===== src/verilog/scan_port_pkg.sv =====
// Package with constants and types for the boundary scan test port.
package scan_port_pkg;

  // Width of the instruction register.
  localparam int IR_WIDTH = 3;
  // Width of the identification register.
  localparam int ID_WIDTH = 32;
  // Default length of the boundary scan register.
  localparam int BSR_LEN = 109;
  // Position of the output bus control cell in the boundary register.
  localparam int OUT_CTRL_BIT = 108;

  // Instruction codes; the values are an arbitrary assignment.
  localparam logic [2:0] INS_EXTEST = 3'h0;
  localparam logic [2:0] INS_IDREAD = 3'h1;
  localparam logic [2:0] INS_SAMPZ = 3'h2;
  localparam logic [2:0] INS_SAMPLE = 3'h4;
  localparam logic [2:0] INS_BYPASS = 3'h7;

  // Pattern captured into the low instruction bits.
  localparam logic [1:0] IR_CAPTURE = 2'h1;
  // Identification value; arbitrary neutral value.
  localparam logic [31:0] ID_VALUE = 32'h1234_5679;
  // Number of TMS-high edges that always reach the reset state.
  localparam int RESET_EDGES = 5;
  // Link clock period in ns, and the core clock period in ns.
  localparam int TCK_PERIOD_NS = 200;
  localparam int MCLK_PERIOD_NS = 25;
  // Core cycles per link clock period, rounded down.
  localparam int TCK_CYCLES = TCK_PERIOD_NS / MCLK_PERIOD_NS;

  // Controller states of the sixteen-state sequence.
  typedef enum logic [3:0] {
    ST_RESET, ST_IDLE, ST_SEL_DR, ST_CAP_DR, ST_SHIFT_DR, ST_EXIT1_DR,
    ST_PAUSE_DR, ST_EXIT2_DR, ST_UPD_DR, ST_SEL_IR, ST_CAP_IR,
    ST_SHIFT_IR, ST_EXIT1_IR, ST_PAUSE_IR, ST_EXIT2_IR, ST_UPD_IR
  } tap_state_t;

  // Synchronised pin samples travelling together.
  typedef struct packed {
    logic tck;
    logic tms;
    logic tdi;
  } pin_sample_t;

endpackage


===== src/verilog/boundary_scan_test_port.sv =====
// Boundary scan test access port sampling the link pins on the core clock.
`timescale 1ns/1ps

////////////////////////////////////////////////////////////////////////////////
// Summary of operation
// Follows the standard test port architecture.
// Unused port keeps test clock held low.
// Data and mode inputs pulled up internally.
// Powers up in reset without disturbing memory.
// Mode and data sampled on rising clock.
// Serial output changes on falling clock.
// Serial output driven only while shifting.
// Instruction selects exactly one scan register.
// Data enters MSB, leaves from LSB.
// Five mode-high edges reach reset state.
// Port reset leaves memory operation alone.
// Power-up reset leaves serial output undriven.
// Instruction register three bits, loaded serially.
// Reset presets identification-read instruction.
// Instruction capture loads binary 01 low.
// Bypass is a single flip-flop.
// Bypass instruction clears bypass register.
// Boundary register covers every ring pin.
// Boundary register captures ring, then shifts.
// Three instructions select boundary register.
// Identification instruction captures fixed 32 bits.
// New instruction acts only at update.
// High-impedance sample floats output bus.
// Controller never loads reserved codes; the code loads any shifted code at update.
// Control cell drives output bus under external test.
// Reserved codes select the bypass register.
// Sixteen-state controller, power-up forces reset.
module boundary_scan_test_port #(
  parameter int BSR_LEN = scan_port_pkg::BSR_LEN // Boundary register length.
) (
  input wire logic mclk_i, // Core clock, 40 MHz.
  input wire logic rst_b_i, // Power-up reset, active low.
  input wire logic tck_i, // Test clock pin.
  input wire logic tms_i, // Mode select pin, pulled up outside.
  input wire logic tdi_i, // Serial data in pin, pulled up outside.
  input wire logic [BSR_LEN-1:0] ring_i, // Pin ring values for capture.
  output logic tdo_o, // Serial data out.
  output logic tdo_oe_o, // Serial output enable, high while driving.
  output logic [BSR_LEN-1:0] ring_drive_o, // Update stage for external test.
  output logic extest_o, // External test is the current instruction.
  output logic qbus_oe_o // Output bus enable from the test port.
);

  ////////////////////////////////////////////////////////////////////////////
  // Pin synchronisers: two flops, only the second stage is read.
  scan_port_pkg::pin_sample_t sync1_reg; // First stage.
  scan_port_pkg::pin_sample_t sync2_reg; // Second stage.
  logic tck_last_reg; // Previous synchronised clock level.
  logic rise; // Rising link clock edge seen.
  logic fall; // Falling link clock edge seen.

  // Reset brings the mode and data samples up high, as the pull-ups do.
  always_ff @(posedge mclk_i or negedge rst_b_i)
  begin
    if (!rst_b_i)
    begin
      sync1_reg <= '{tck: 1'b0, tms: 1'b1, tdi: 1'b1};
      sync2_reg <= '{tck: 1'b0, tms: 1'b1, tdi: 1'b1};
      tck_last_reg <= 1'b0;
    end
    else
    begin
      sync1_reg <= '{tck: tck_i, tms: tms_i, tdi: tdi_i};
      sync2_reg <= sync1_reg;
      tck_last_reg <= sync2_reg.tck;
    end
  end

  // A clock held low never makes an edge, so the port stays idle.
  assign rise = sync2_reg.tck & ~tck_last_reg;
  assign fall = ~sync2_reg.tck & tck_last_reg;

  ////////////////////////////////////////////////////////////////////////////
  // Controller state machine.
  scan_port_pkg::tap_state_t st_reg; // Current state.
  scan_port_pkg::tap_state_t st_next; // Next state.

  // Standard transitions; a steady high mode walks to reset in five edges.
  always_comb
  begin
    st_next = st_reg;
    if (rise)
    begin
      case (st_reg)
        scan_port_pkg::ST_RESET: st_next = sync2_reg.tms ? scan_port_pkg::ST_RESET
                                                         : scan_port_pkg::ST_IDLE;
        scan_port_pkg::ST_IDLE: st_next = sync2_reg.tms ? scan_port_pkg::ST_SEL_DR
                                                        : scan_port_pkg::ST_IDLE;
        scan_port_pkg::ST_SEL_DR: st_next = sync2_reg.tms ? scan_port_pkg::ST_SEL_IR
                                                          : scan_port_pkg::ST_CAP_DR;
        scan_port_pkg::ST_CAP_DR, scan_port_pkg::ST_SHIFT_DR:
          st_next = sync2_reg.tms ? scan_port_pkg::ST_EXIT1_DR : scan_port_pkg::ST_SHIFT_DR;
        scan_port_pkg::ST_EXIT1_DR: st_next = sync2_reg.tms ? scan_port_pkg::ST_UPD_DR
                                                            : scan_port_pkg::ST_PAUSE_DR;
        scan_port_pkg::ST_PAUSE_DR: st_next = sync2_reg.tms ? scan_port_pkg::ST_EXIT2_DR
                                                            : scan_port_pkg::ST_PAUSE_DR;
        scan_port_pkg::ST_EXIT2_DR: st_next = sync2_reg.tms ? scan_port_pkg::ST_UPD_DR
                                                            : scan_port_pkg::ST_SHIFT_DR;
        scan_port_pkg::ST_UPD_DR, scan_port_pkg::ST_UPD_IR:
          st_next = sync2_reg.tms ? scan_port_pkg::ST_SEL_DR : scan_port_pkg::ST_IDLE;
        scan_port_pkg::ST_SEL_IR: st_next = sync2_reg.tms ? scan_port_pkg::ST_RESET
                                                          : scan_port_pkg::ST_CAP_IR;
        scan_port_pkg::ST_CAP_IR, scan_port_pkg::ST_SHIFT_IR:
          st_next = sync2_reg.tms ? scan_port_pkg::ST_EXIT1_IR : scan_port_pkg::ST_SHIFT_IR;
        scan_port_pkg::ST_EXIT1_IR: st_next = sync2_reg.tms ? scan_port_pkg::ST_UPD_IR
                                                            : scan_port_pkg::ST_PAUSE_IR;
        scan_port_pkg::ST_PAUSE_IR: st_next = sync2_reg.tms ? scan_port_pkg::ST_EXIT2_IR
                                                            : scan_port_pkg::ST_PAUSE_IR;
        scan_port_pkg::ST_EXIT2_IR: st_next = sync2_reg.tms ? scan_port_pkg::ST_UPD_IR
                                                            : scan_port_pkg::ST_SHIFT_IR;
        default: st_next = scan_port_pkg::ST_RESET;
      endcase
    end
  end

  // Power-up reset forces the reset state; memory logic is never touched.
  always_ff @(posedge mclk_i or negedge rst_b_i)
  begin
    if (!rst_b_i)
      st_reg <= scan_port_pkg::ST_RESET;
    else
      st_reg <= st_next;
  end

  ////////////////////////////////////////////////////////////////////////////
  // Scan registers.
  logic [2:0] ir_shift_reg, ir_shift_next; // Instruction shift stage.
  logic [2:0] ir_reg, ir_next; // Current instruction.
  logic byp_reg, byp_next; // Bypass stage.
  logic [31:0] id_reg, id_next; // Identification shift register.
  logic [BSR_LEN-1:0] bsr_reg, bsr_next; // Boundary shift register.
  logic [BSR_LEN-1:0] upd_reg, upd_next; // Boundary update latches.
  logic tdo_reg, tdo_next; // Serial output.
  logic oe_reg, oe_next; // Serial output enable.
  logic sel_bsr; // Boundary register selected.
  logic sel_id; // Identification register selected.
  logic serial_bit; // Bit presented toward the output.

  // Boundary register is used by the three ring instructions.
  function automatic logic uses_bsr(input logic [2:0] ins);
    uses_bsr = (ins == scan_port_pkg::INS_EXTEST) || (ins == scan_port_pkg::INS_SAMPLE)
            || (ins == scan_port_pkg::INS_SAMPZ);
  endfunction

  assign sel_bsr = uses_bsr(ir_reg);
  assign sel_id = (ir_reg == scan_port_pkg::INS_IDREAD);

  // One register feeds the output; reserved codes fall through to bypass.
  always_comb
  begin
    if (st_reg == scan_port_pkg::ST_SHIFT_IR)
      serial_bit = ir_shift_reg[0];
    else if (sel_bsr)
      serial_bit = bsr_reg[0];
    else if (sel_id)
      serial_bit = id_reg[0];
    else
      serial_bit = byp_reg;
  end

  // Capture, shift and update happen only on a rising link clock edge.
  always_comb
  begin
    ir_shift_next = ir_shift_reg;
    ir_next = ir_reg;
    byp_next = byp_reg;
    id_next = id_reg;
    bsr_next = bsr_reg;
    upd_next = upd_reg;
    if (rise)
    begin
      case (st_reg)
        scan_port_pkg::ST_RESET:
        begin
          ir_next = scan_port_pkg::INS_IDREAD;
          upd_next[scan_port_pkg::OUT_CTRL_BIT] = 1'b0;
        end
        scan_port_pkg::ST_CAP_IR:
          ir_shift_next = {ir_reg[2], scan_port_pkg::IR_CAPTURE};
        scan_port_pkg::ST_SHIFT_IR:
          ir_shift_next = {sync2_reg.tdi, ir_shift_reg[2:1]};
        scan_port_pkg::ST_UPD_IR:
          ir_next = ir_shift_reg;
        scan_port_pkg::ST_CAP_DR:
        begin
          byp_next = 1'b0;
          if (sel_id)
            id_next = scan_port_pkg::ID_VALUE;
          if (sel_bsr)
            bsr_next = ring_i;
        end
        scan_port_pkg::ST_SHIFT_DR:
        begin
          byp_next = sync2_reg.tdi;
          if (sel_id)
            id_next = {sync2_reg.tdi, id_reg[31:1]};
          if (sel_bsr)
            bsr_next = {sync2_reg.tdi, bsr_reg[BSR_LEN-1:1]};
        end
        scan_port_pkg::ST_UPD_DR:
          if (sel_bsr && ir_reg != scan_port_pkg::INS_SAMPZ)
            upd_next = bsr_reg;
        default: ;
      endcase
      // Entering reset presets the instruction at once, so that a mode reset
      // from any state behaves like power-up without waiting a further edge.
      if (st_next == scan_port_pkg::ST_RESET)
      begin
        ir_next = scan_port_pkg::INS_IDREAD;
        upd_next[scan_port_pkg::OUT_CTRL_BIT] = 1'b0;
      end
    end
  end

  // Output changes on the falling edge; enabled only in shift states.
  always_comb
  begin
    tdo_next = tdo_reg;
    oe_next = oe_reg;
    if (fall)
    begin
      oe_next = (st_reg == scan_port_pkg::ST_SHIFT_DR)
             || (st_reg == scan_port_pkg::ST_SHIFT_IR);
      tdo_next = oe_next ? serial_bit : 1'b0;
    end
  end

  // Register all scan state; power-up leaves the output undriven.
  always_ff @(posedge mclk_i or negedge rst_b_i)
  begin
    if (!rst_b_i)
    begin
      ir_shift_reg <= '0;
      ir_reg <= scan_port_pkg::INS_IDREAD;
      byp_reg <= 1'b0;
      id_reg <= '0;
      bsr_reg <= '0;
      upd_reg <= '0;
      tdo_reg <= 1'b0;
      oe_reg <= 1'b0;
    end
    else
    begin
      ir_shift_reg <= ir_shift_next;
      ir_reg <= ir_next;
      byp_reg <= byp_next;
      id_reg <= id_next;
      bsr_reg <= bsr_next;
      upd_reg <= upd_next;
      tdo_reg <= tdo_next;
      oe_reg <= oe_next;
    end
  end

  ////////////////////////////////////////////////////////////////////////////
  // Output bus control, registered so each output comes from a flop.
  logic extest_reg; // External test active.
  logic qoe_reg; // Output bus enable.

  // High-impedance sample floats the bus until a new instruction arrives.
  always_ff @(posedge mclk_i or negedge rst_b_i)
  begin
    if (!rst_b_i)
    begin
      extest_reg <= 1'b0;
      qoe_reg <= 1'b1;
    end
    else
    begin
      extest_reg <= (ir_reg == scan_port_pkg::INS_EXTEST);
      qoe_reg <= (ir_reg == scan_port_pkg::INS_SAMPZ) ? 1'b0
               : (ir_reg == scan_port_pkg::INS_EXTEST)
                 ? upd_reg[scan_port_pkg::OUT_CTRL_BIT] : 1'b1;
    end
  end

  assign tdo_o = tdo_reg;
  assign tdo_oe_o = oe_reg;
  assign ring_drive_o = upd_reg;
  assign extest_o = extest_reg;
  assign qbus_oe_o = qoe_reg;

  ////////////////////////////////////////////////////////////////////////////
  // Assertions.
  logic [2:0] hi_cnt_reg; // Consecutive rising edges with mode high.
  always_ff @(posedge mclk_i or negedge rst_b_i)
  begin
    if (!rst_b_i)
      hi_cnt_reg <= '0;
    else if (rise)
      hi_cnt_reg <= !sync2_reg.tms ? 3'h0 : (hi_cnt_reg == 3'h5 ? 3'h5 : hi_cnt_reg + 3'h1);
  end

  property p_reset_five;
    @(posedge mclk_i) disable iff (!rst_b_i)
      (hi_cnt_reg == 3'h5) |-> (st_reg == scan_port_pkg::ST_RESET);
  endproperty
  a_reset_five: assert property (p_reset_five) else $error("five high edges missed reset");

  property p_tdo_on_fall;
    @(posedge mclk_i) disable iff (!rst_b_i)
      !fall |=> $stable(tdo_reg) && $stable(oe_reg);
  endproperty
  a_tdo_on_fall: assert property (p_tdo_on_fall) else $error("output moved off fall");

  property p_oe_shift;
    @(posedge mclk_i) disable iff (!rst_b_i)
      fall |=> oe_reg == ($past(st_reg) == scan_port_pkg::ST_SHIFT_DR
                       || $past(st_reg) == scan_port_pkg::ST_SHIFT_IR);
  endproperty
  a_oe_shift: assert property (p_oe_shift) else $error("output enable outside shift");

  property p_reset_ir;
    @(posedge mclk_i) disable iff (!rst_b_i)
      (rise && st_next == scan_port_pkg::ST_RESET) |=> ir_reg == scan_port_pkg::INS_IDREAD;
  endproperty
  a_reset_ir: assert property (p_reset_ir) else $error("reset did not preset instruction");

  property p_cap_ir;
    @(posedge mclk_i) disable iff (!rst_b_i)
      (rise && st_reg == scan_port_pkg::ST_CAP_IR) |=> ir_shift_reg[1:0] == 2'h1;
  endproperty
  a_cap_ir: assert property (p_cap_ir) else $error("capture pattern wrong");

  property p_ir_hold;
    @(posedge mclk_i) disable iff (!rst_b_i)
      !(rise && (st_reg == scan_port_pkg::ST_UPD_IR || st_next == scan_port_pkg::ST_RESET))
        |=> $stable(ir_reg);
  endproperty
  a_ir_hold: assert property (p_ir_hold) else $error("instruction changed off update");

  property p_id_cap;
    @(posedge mclk_i) disable iff (!rst_b_i)
      (rise && sel_id && st_reg == scan_port_pkg::ST_CAP_DR)
        |=> id_reg == scan_port_pkg::ID_VALUE;
  endproperty
  a_id_cap: assert property (p_id_cap) else $error("id value not captured");

  property p_byp_clr;
    @(posedge mclk_i) disable iff (!rst_b_i)
      (rise && st_reg == scan_port_pkg::ST_CAP_DR) |=> !byp_reg;
  endproperty
  a_byp_clr: assert property (p_byp_clr) else $error("bypass not cleared");

  property p_sampz;
    @(posedge mclk_i) disable iff (!rst_b_i)
      (ir_reg == scan_port_pkg::INS_SAMPZ) |=> !qoe_reg;
  endproperty
  a_sampz: assert property (p_sampz) else $error("bus not floated");

endmodule // boundary_scan_test_port


===== config.mk =====
export PLATFORM = sky130hd
export DESIGN_NAME = boundary_scan_test_port
export DESIGN_NICKNAME = d
export VERILOG_FILES = /design/src/verilog/scan_port_pkg.sv /design/src/verilog/boundary_scan_test_port.sv
export SDC_FILE = /design/constraint.sdc
export NUM_CORES = 1
export LEC_CHECK = 0
export BUFFER_PORTS_ARGS = -buffer_cell sky130_fd_sc_hd__buf_2
export CAP_MARGIN = 0
export CORE_ASPECT_RATIO = 0.6
export CORE_MARGIN = 4
export CORE_UTILIZATION = 45
export CTS_CLUSTER_SIZE = 8
export DETAILED_ROUTE_END_ITERATION = 10
export PLACE_DENSITY = 0.79
export SETUP_SLACK_MARGIN = 0.1
export SYNTH_ARGS = -nofsm -noshare
export SYNTH_HDL_FRONTEND = slang
export SYNTH_SLANG_ARGS = --single-unit

===== constraint.sdc =====
create_clock -name mclk_i -period 2.25 [get_ports mclk_i]
set_clock_uncertainty 0.05 [all_clocks]
set_input_delay 0.1125 -clock mclk_i [delete_from_list [all_inputs] [get_ports mclk_i]]
set_output_delay 0.1125 -clock mclk_i [all_outputs]
set_load 0.02 [all_outputs]

==> impl_metrics.json, run 1 <==
{
  "syn_area_sq_um": 11400,
  "relSlewSlack_pct": 59.9,
  "gp_congestion": 0.843,
  "syn-num-nets": 1080,
  "vias": 8548,
  "period_needed_ns": 1.97,
  "fin_crit_sh_pct": 87.5,
  "hold_path_class": "in -> async",
  "dp_hpwl_microns": 18900,
  "die_h_microns": 131,
  "synth_cell_types": 47,
  "grt_pass1_vias": 8908,
  "postSynth.asyncResetShare_pct": 100,
  "reg2reg_slack_ns": 0.28,
  "drc_errors": 0,
  "ys_seq_area_share_pct": 59.7,
  "p_leak_uw": 0.00768,
  "dieArea_sq_um": 28000,
  "synth_commonest_cells": "dfrtp_1, nand2_1, o21ai_1",
  "synth_area_leaders": "dfrtp_1, mux2_1, mux2i_1",
  "grt_pass1_wl_microns": 47900,
  "grt.overflow.total": 0,
  "clock_path_buffers": 3,
  "ys_warn_count": 0,
  "post_drt_wl_per_cell_microns": 18.1,
  "fmax_ghz": 0.508,
  "ys.flop_type": "dfrtp_1",
  "initial_core_util_pct": 46.5,
  "synthCells": 966,
  "cts_buffers": 39,
  "yosysTopAreaCellShare_pct": 58.4,
  "cp_max_fo": 44,
  "die_w_microns": 214,
  "tightest_slew_ns": 0.602,
  "cts_tree": "yes",
  "avgSynthCellArea_sq_um": 11.8,
  "clock_sinks": 272,
  "drtIter0Drc": 763,
  "clk-insertion-delay-late_ns": 0.51,
  "drv_cap": 0,
  "fillers": 1896,
  "synth_top_area_cell": "dfrtp_1",
  "grt_usage_pct": 21.1,
  "power.density_nw_per_um2": 1210,
  "synthToLayoutAreaGrowth_pct": 33.2,
  "cp.arrival_ns": 2.34,
  "synth-seq-cells": 272,
  "fp-row-count": 44,
  "ir_worst_vdd_v": 0.000720,
  "root_buffer": "clkbuf_16",
  "end_kind": "flop",
  "rsz0062_at_grt": "no",
  "antenna_found_initial": 3,
  "slew_violations": 0,
  "viasPerCell": 5.19,
  "grt_max_degree": 89,
  "post_route_cells_drive_above_1_share_pct": 23.6,
  "crit_required_ns": 2.62,
  "finalSetupViolations": 0,
  "finalHoldViolations": 0,
  "port_buffers": 226,
  "ios": 227,
  "drtPass1Iterations": 5,
  "final_net_count": 1422,
  "synthMostInstantiatedCell": "dfrtp_1",
  "worstSetupPathType": "reg -> reg",
  "drt.antenna.violating_nets": 0,
  "synth_edf_count": 0,
  "h-tree-depth": 2,
  "status": "completed",
  "drt_wl_total_microns": 29800,
  "coreArea_sq_um": 24600,
  "cts.clk_slew.worst_paths_ns": 0.05,
  "fin_setup_tns_ns": 0,
  "holdWs_ns": 0.113,
  "crit_path_start_kind": "flop"
}
[cells by family (layout without fill, tap and decap cells)]
logic type             after synthesis  after routing  synth area share [%]
and+or+nand+nor                    219            219                  8.04
buffers and inverters               76            433                  3.40
DFF                                272            272                  59.7
muxes                              217            217                  20.2
AOI/OAI and AO/OA                  182            182                  8.60
other                                0              3                     0
[cell usage in the layout, fill, tap and decap left out, types with 13 or more instances in the layout]
| cell type | synthesis | routed |
|---|---|---|
| buf_12 | 0 | 13 |
| clkbuf_1 | 24 | 14 |
| mux2_1 | 108 | 108 |
| mux2i_1 | 109 | 109 |
| dfrtp_1 | 266 | 265 |
| clkbuf_16 | 0 | 39 |
| nand2_1 | 167 | 167 |
| dlygate4sd3_1 | 0 | 113 |
| buf_4 | 3 | 17 |
| buf_2 | 34 | 225 |
| nor2_1 | 24 | 24 |
| o21ai_1 | 141 | 141 |
[final cells by class]
class / count / area (sq um) / share of cell area, %
flip-flops and latches: 272 / 6820 / 44.9
multi-input cells: 618 / 4220 / 27.8
repair buffers: 369 / 2660 / 17.5
clock buffers: 53 / 1030 / 6.77
well taps: 322 / 403 / 2.65
inverters: 8 / 30.0 / 0.198
clock inverters: 3 / 26.3 / 0.173
diodes: 3 / 7.51 / 0.0494
[critical path, stage by stage, from the launching register on]
cell and delay, ns:
dfrtp_2 0.49, and3b_1 0.26, o211ai_1 0.35, buf_4 0.24, buf_12 0.21, nand2_1 0.13, o21ai_1 0.11
[repair_timing]
action	CTS	global route
endpoints found under the hold margin	238	0
endpoints found under the setup margin	0	2
resized for setup	0	1
setup buffers	0	0
hold buffers	113	0
[worst paths after layout]
kind / startpoint / to / cells after the start
max: st_reg[2] / bsr_reg[50] / 6
max in group asynchronous: rst_b_i / sync1_reg[1] / 3
min reg2reg: sync1_reg[2] / sync2_reg[2] / 0
min in group mclk_i: tms_i / sync1_reg[1] / 2
max reg2reg: st_reg[2] / bsr_reg[50] / 6
min: rst_b_i / ring_drive_o[6] / 2
[per-stage QoR]
| stage | utilization, % | setup slack, ns | cells | instance area (sq um) | power (uW) |
|---|---|---|---|---|---|
| 2_1_floorplan | - | 0.467 | 966 | 11400 | 11000 |
| 3_3_place_gp | 52.9 | 0.330 | 1476 | 13000 | 12700 |
| 3_5_place_dp | 52.9 | 0.254 | 1476 | 13000 | 13000 |
| 4_1_cts | 61.8 | 0.219 | 1645 | 15200 | 18400 |
| 5_1_grt | 61.9 | 0.207 | 1648 | 15200 | 19500 |
| 6_report | 61.9 | 0.281 | 1648 | 15200 | 18300 |
[power breakdown]
group | total, uW | switching [uW] | internal [uW]
clock network | 5190 | 2050 | 3150
logic | 5180 | 2930 | 2240
registers | 7950 | 1320 | 6630
[layer usage]
layer / GRT usage (%) / wire (microns)
met4: 6.07 / 709
met5: 0 / 0
met1: 29.3 / 13100
met3: 6.07 / 2370
met2: 32.5 / 13600
Note: power is estimated with default switching activity, not from simulation.
==> run 2, diff against run 1 <==
Settings changed: CTS_BUF_LIST set to sky130_fd_sc_hd__clkbuf_2, PLACE_DENSITY 0.79 to 0.67.
==> run 2 against run 1 <==
Combinational power grew 3%. Critical path depth down 1. Worst hold slack worse by 0.022 ns. Count of clock-buffer cells in the layout grew 42. Register-to-register slack got worse by 0.05 ns. Design area increased by 4.1%. Maximum frequency is 2.5% lower. Largest power group unchanged.
==> impl_metrics.json, run 2 (synthesized netlist as in run 1, its figures left out) <==
{
  "p_leak_uw": 0.00809,
  "port_buffers": 226,
  "placed_area_sq_um": 13200,
  "end_kind": "flop",
  "dp_hpwl_microns": 19300,
  "worstSetupPathType": "reg -> reg",
  "root_buffer": "clkbuf_2",
  "cp_max_fo": 22,
  "fmax_ghz": 0.495,
  "ios": 227,
  "cp.arrival_ns": 2.65,
  "grt.overflow.total": 0,
  "layout_commonest_cell": "dfrtp_1",
  "coreArea_sq_um": 24600,
  "crit_required_ns": 2.88,
  "clk-insertion-delay-late_ns": 0.85,
  "crit_top_cell": "buf_12",
  "clock_sinks": 272,
  "final_net_count": 1547,
  "grt_pass1_wl_microns": 51800,
  "tightest_slew_ns": 0.448,
  "grt_max_degree": 71,
  "crit_end": "ring_drive_o[37]",
  "post_drt_wl_per_cell_microns": 17.5,
  "drt.antenna.violating_nets": 0,
  "fin_setup_tns_ns": 0,
  "instances_no_fill": 1799,
  "worstRegToRegCells": 5,
  "dieArea_sq_um": 28000,
  "synthToLayoutAreaGrowth_pct": 38.7,
  "status": "completed",
  "worst_path_max_delay_cell": "dfrtp_1",
  "worstHoldPathCells": 4,
  "cts_tree": "yes",
  "rr_endpoint": "ring_drive_o[37]",
  "antenna_found_initial": 2,
  "slew_violations": 0,
  "initial_core_util_pct": 46.5,
  "finalHoldViolations": 0,
  "die_h_microns": 131,
  "rsz0062_at_grt": "no",
  "grt_usage_pct": 22.8,
  "finalSetupViolations": 0,
  "path_cells": "nor2_2 -> nand4_1 -> buf_12 -> buf_12 -> mux2_1",
  "relSlewSlack_pct": 70.1,
  "fin_crit_sh_pct": 89.8,
  "hold_path_class": "in -> reg",
  "crit_path_start_kind": "flop",
  "reg2reg_slack_ns": 0.23,
  "max_stage_delay_ns": 0.56,
  "crit_start": "st_reg[0]",
  "vias": 9087,
  "fp-row-count": 44,
  "cts_buffers": 67,
  "holdWs_ns": 0.0911,
  "drt_wl_total_microns": 31600,
  "dpl.cell_count": 1483,
  "drtPass1Iterations": 5,
  "gp_congestion": 0.805,
  "drtIter0Drc": 547,
  "utilization_pct": 64.4,
  "viasPerCell": 5.05,
  "post_route_cells_drive_above_1_share_pct": 25.8,
  "die_w_microns": 214,
  "r2r-start": "st_reg[0]",
  "final_cell_mix": "dfrtp_1, buf_2, dlygate4sd3_1",
  "period_needed_ns": 2.02,
  "power.density_nw_per_um2": 1060,
  "grt_pass1_vias": 9644,
  "drv_cap": 0,
  "cts.clk_slew.worst_paths_ns": 0.11,
  "ir_worst_vdd_v": 0.000681,
  "design_area_sq_um": 15800,
  "h-tree-depth": 3,
  "drc_errors": 0,
  "clock_path_buffers": 3
}
## run 2: cell count changes in the layout (fill, tap and decap cells not counted), sizes merged, moves of 2 or more
cell | previous run | this run
clkbuf | 53 | 95
dlygate4sd3 | 113 | 200
buf | 256 | 266
clkinv | 0 | 12
bufinv | 0 | 3
inv | 11 | 9
## run 2: where the power goes
| group | switching [uW] | internal, uW |
|---|---|---|
| clock | 2030 | 1460 |
| sequential | 1290 | 6600 |
| combinational | 2940 | 2380 |
## run 2: metal layers
metal	track usage, %	up-vias	wire length, microns	part of all wire [%]
met5	0	-	0	0
met4	7.39	0	767	2.4
met3	7.15	60	2190	6.9
met2	34.5	277	14200	45
met1	31.7	4435	14400	46
li1	-	4315	-	-
## run 2: worst min path at each step
stage,from,end,slack [ns]
2_1_floorplan,rst_b_i,bsr_reg[0],-0.23
3_3_place_gp,rst_b_i,ring_drive_o[107],0.07
3_5_place_dp,rst_b_i,ring_drive_o[107],0.06
4_1_cts,ring_i[0],bsr_reg[0],0.00006
5_1_grt,ring_i[89],bsr_reg[89],0.005
6_report,ring_i[99],bsr_reg[99],0.09
## run 2: metrics by stage
step	total power [uW]	worst slack [ns]
2_1_floorplan	11000	0.467
3_3_place_gp	12800	0.310
3_5_place_dp	13000	0.248
4_1_cts	16800	0.210
5_1_grt	17900	0.151
6_report	16700	0.230
## run 2: timing repair
| action | in CTS | in global routing |
|---|---|---|
| hold buffers | 201 | 0 |
| buffers inserted | 0 | 2 |
| setup endpoints to repair | 0 | 6 |
| gates resized for setup | 0 | 1 |
| hold endpoints to repair | 384 | 0 |
## run 2: critical path: cells and delay by family, from the launching register on
kind / cells / cell delay (ns)
multiplexers: 1 / 0.33
AND/OR/NAND/NOR: 2 / 0.47
flip-flops: 1 / 0.56
buffers and inverters: 2 / 0.45
## run 2: layout make-up
| cell class | count | area, sq um |
|---|---|---|
| clock inverters | 16 | 141 |
| multi-input cells | 618 | 4220 |
| inverters | 8 | 30.0 |
| clock buffers | 95 | 475 |
| repair buffers | 466 | 3730 |
| flip-flops and latches | 272 | 6820 |
| well taps | 322 | 403 |
| fillers | 1851 | 8730 |
| diodes | 2 | 5.00 |
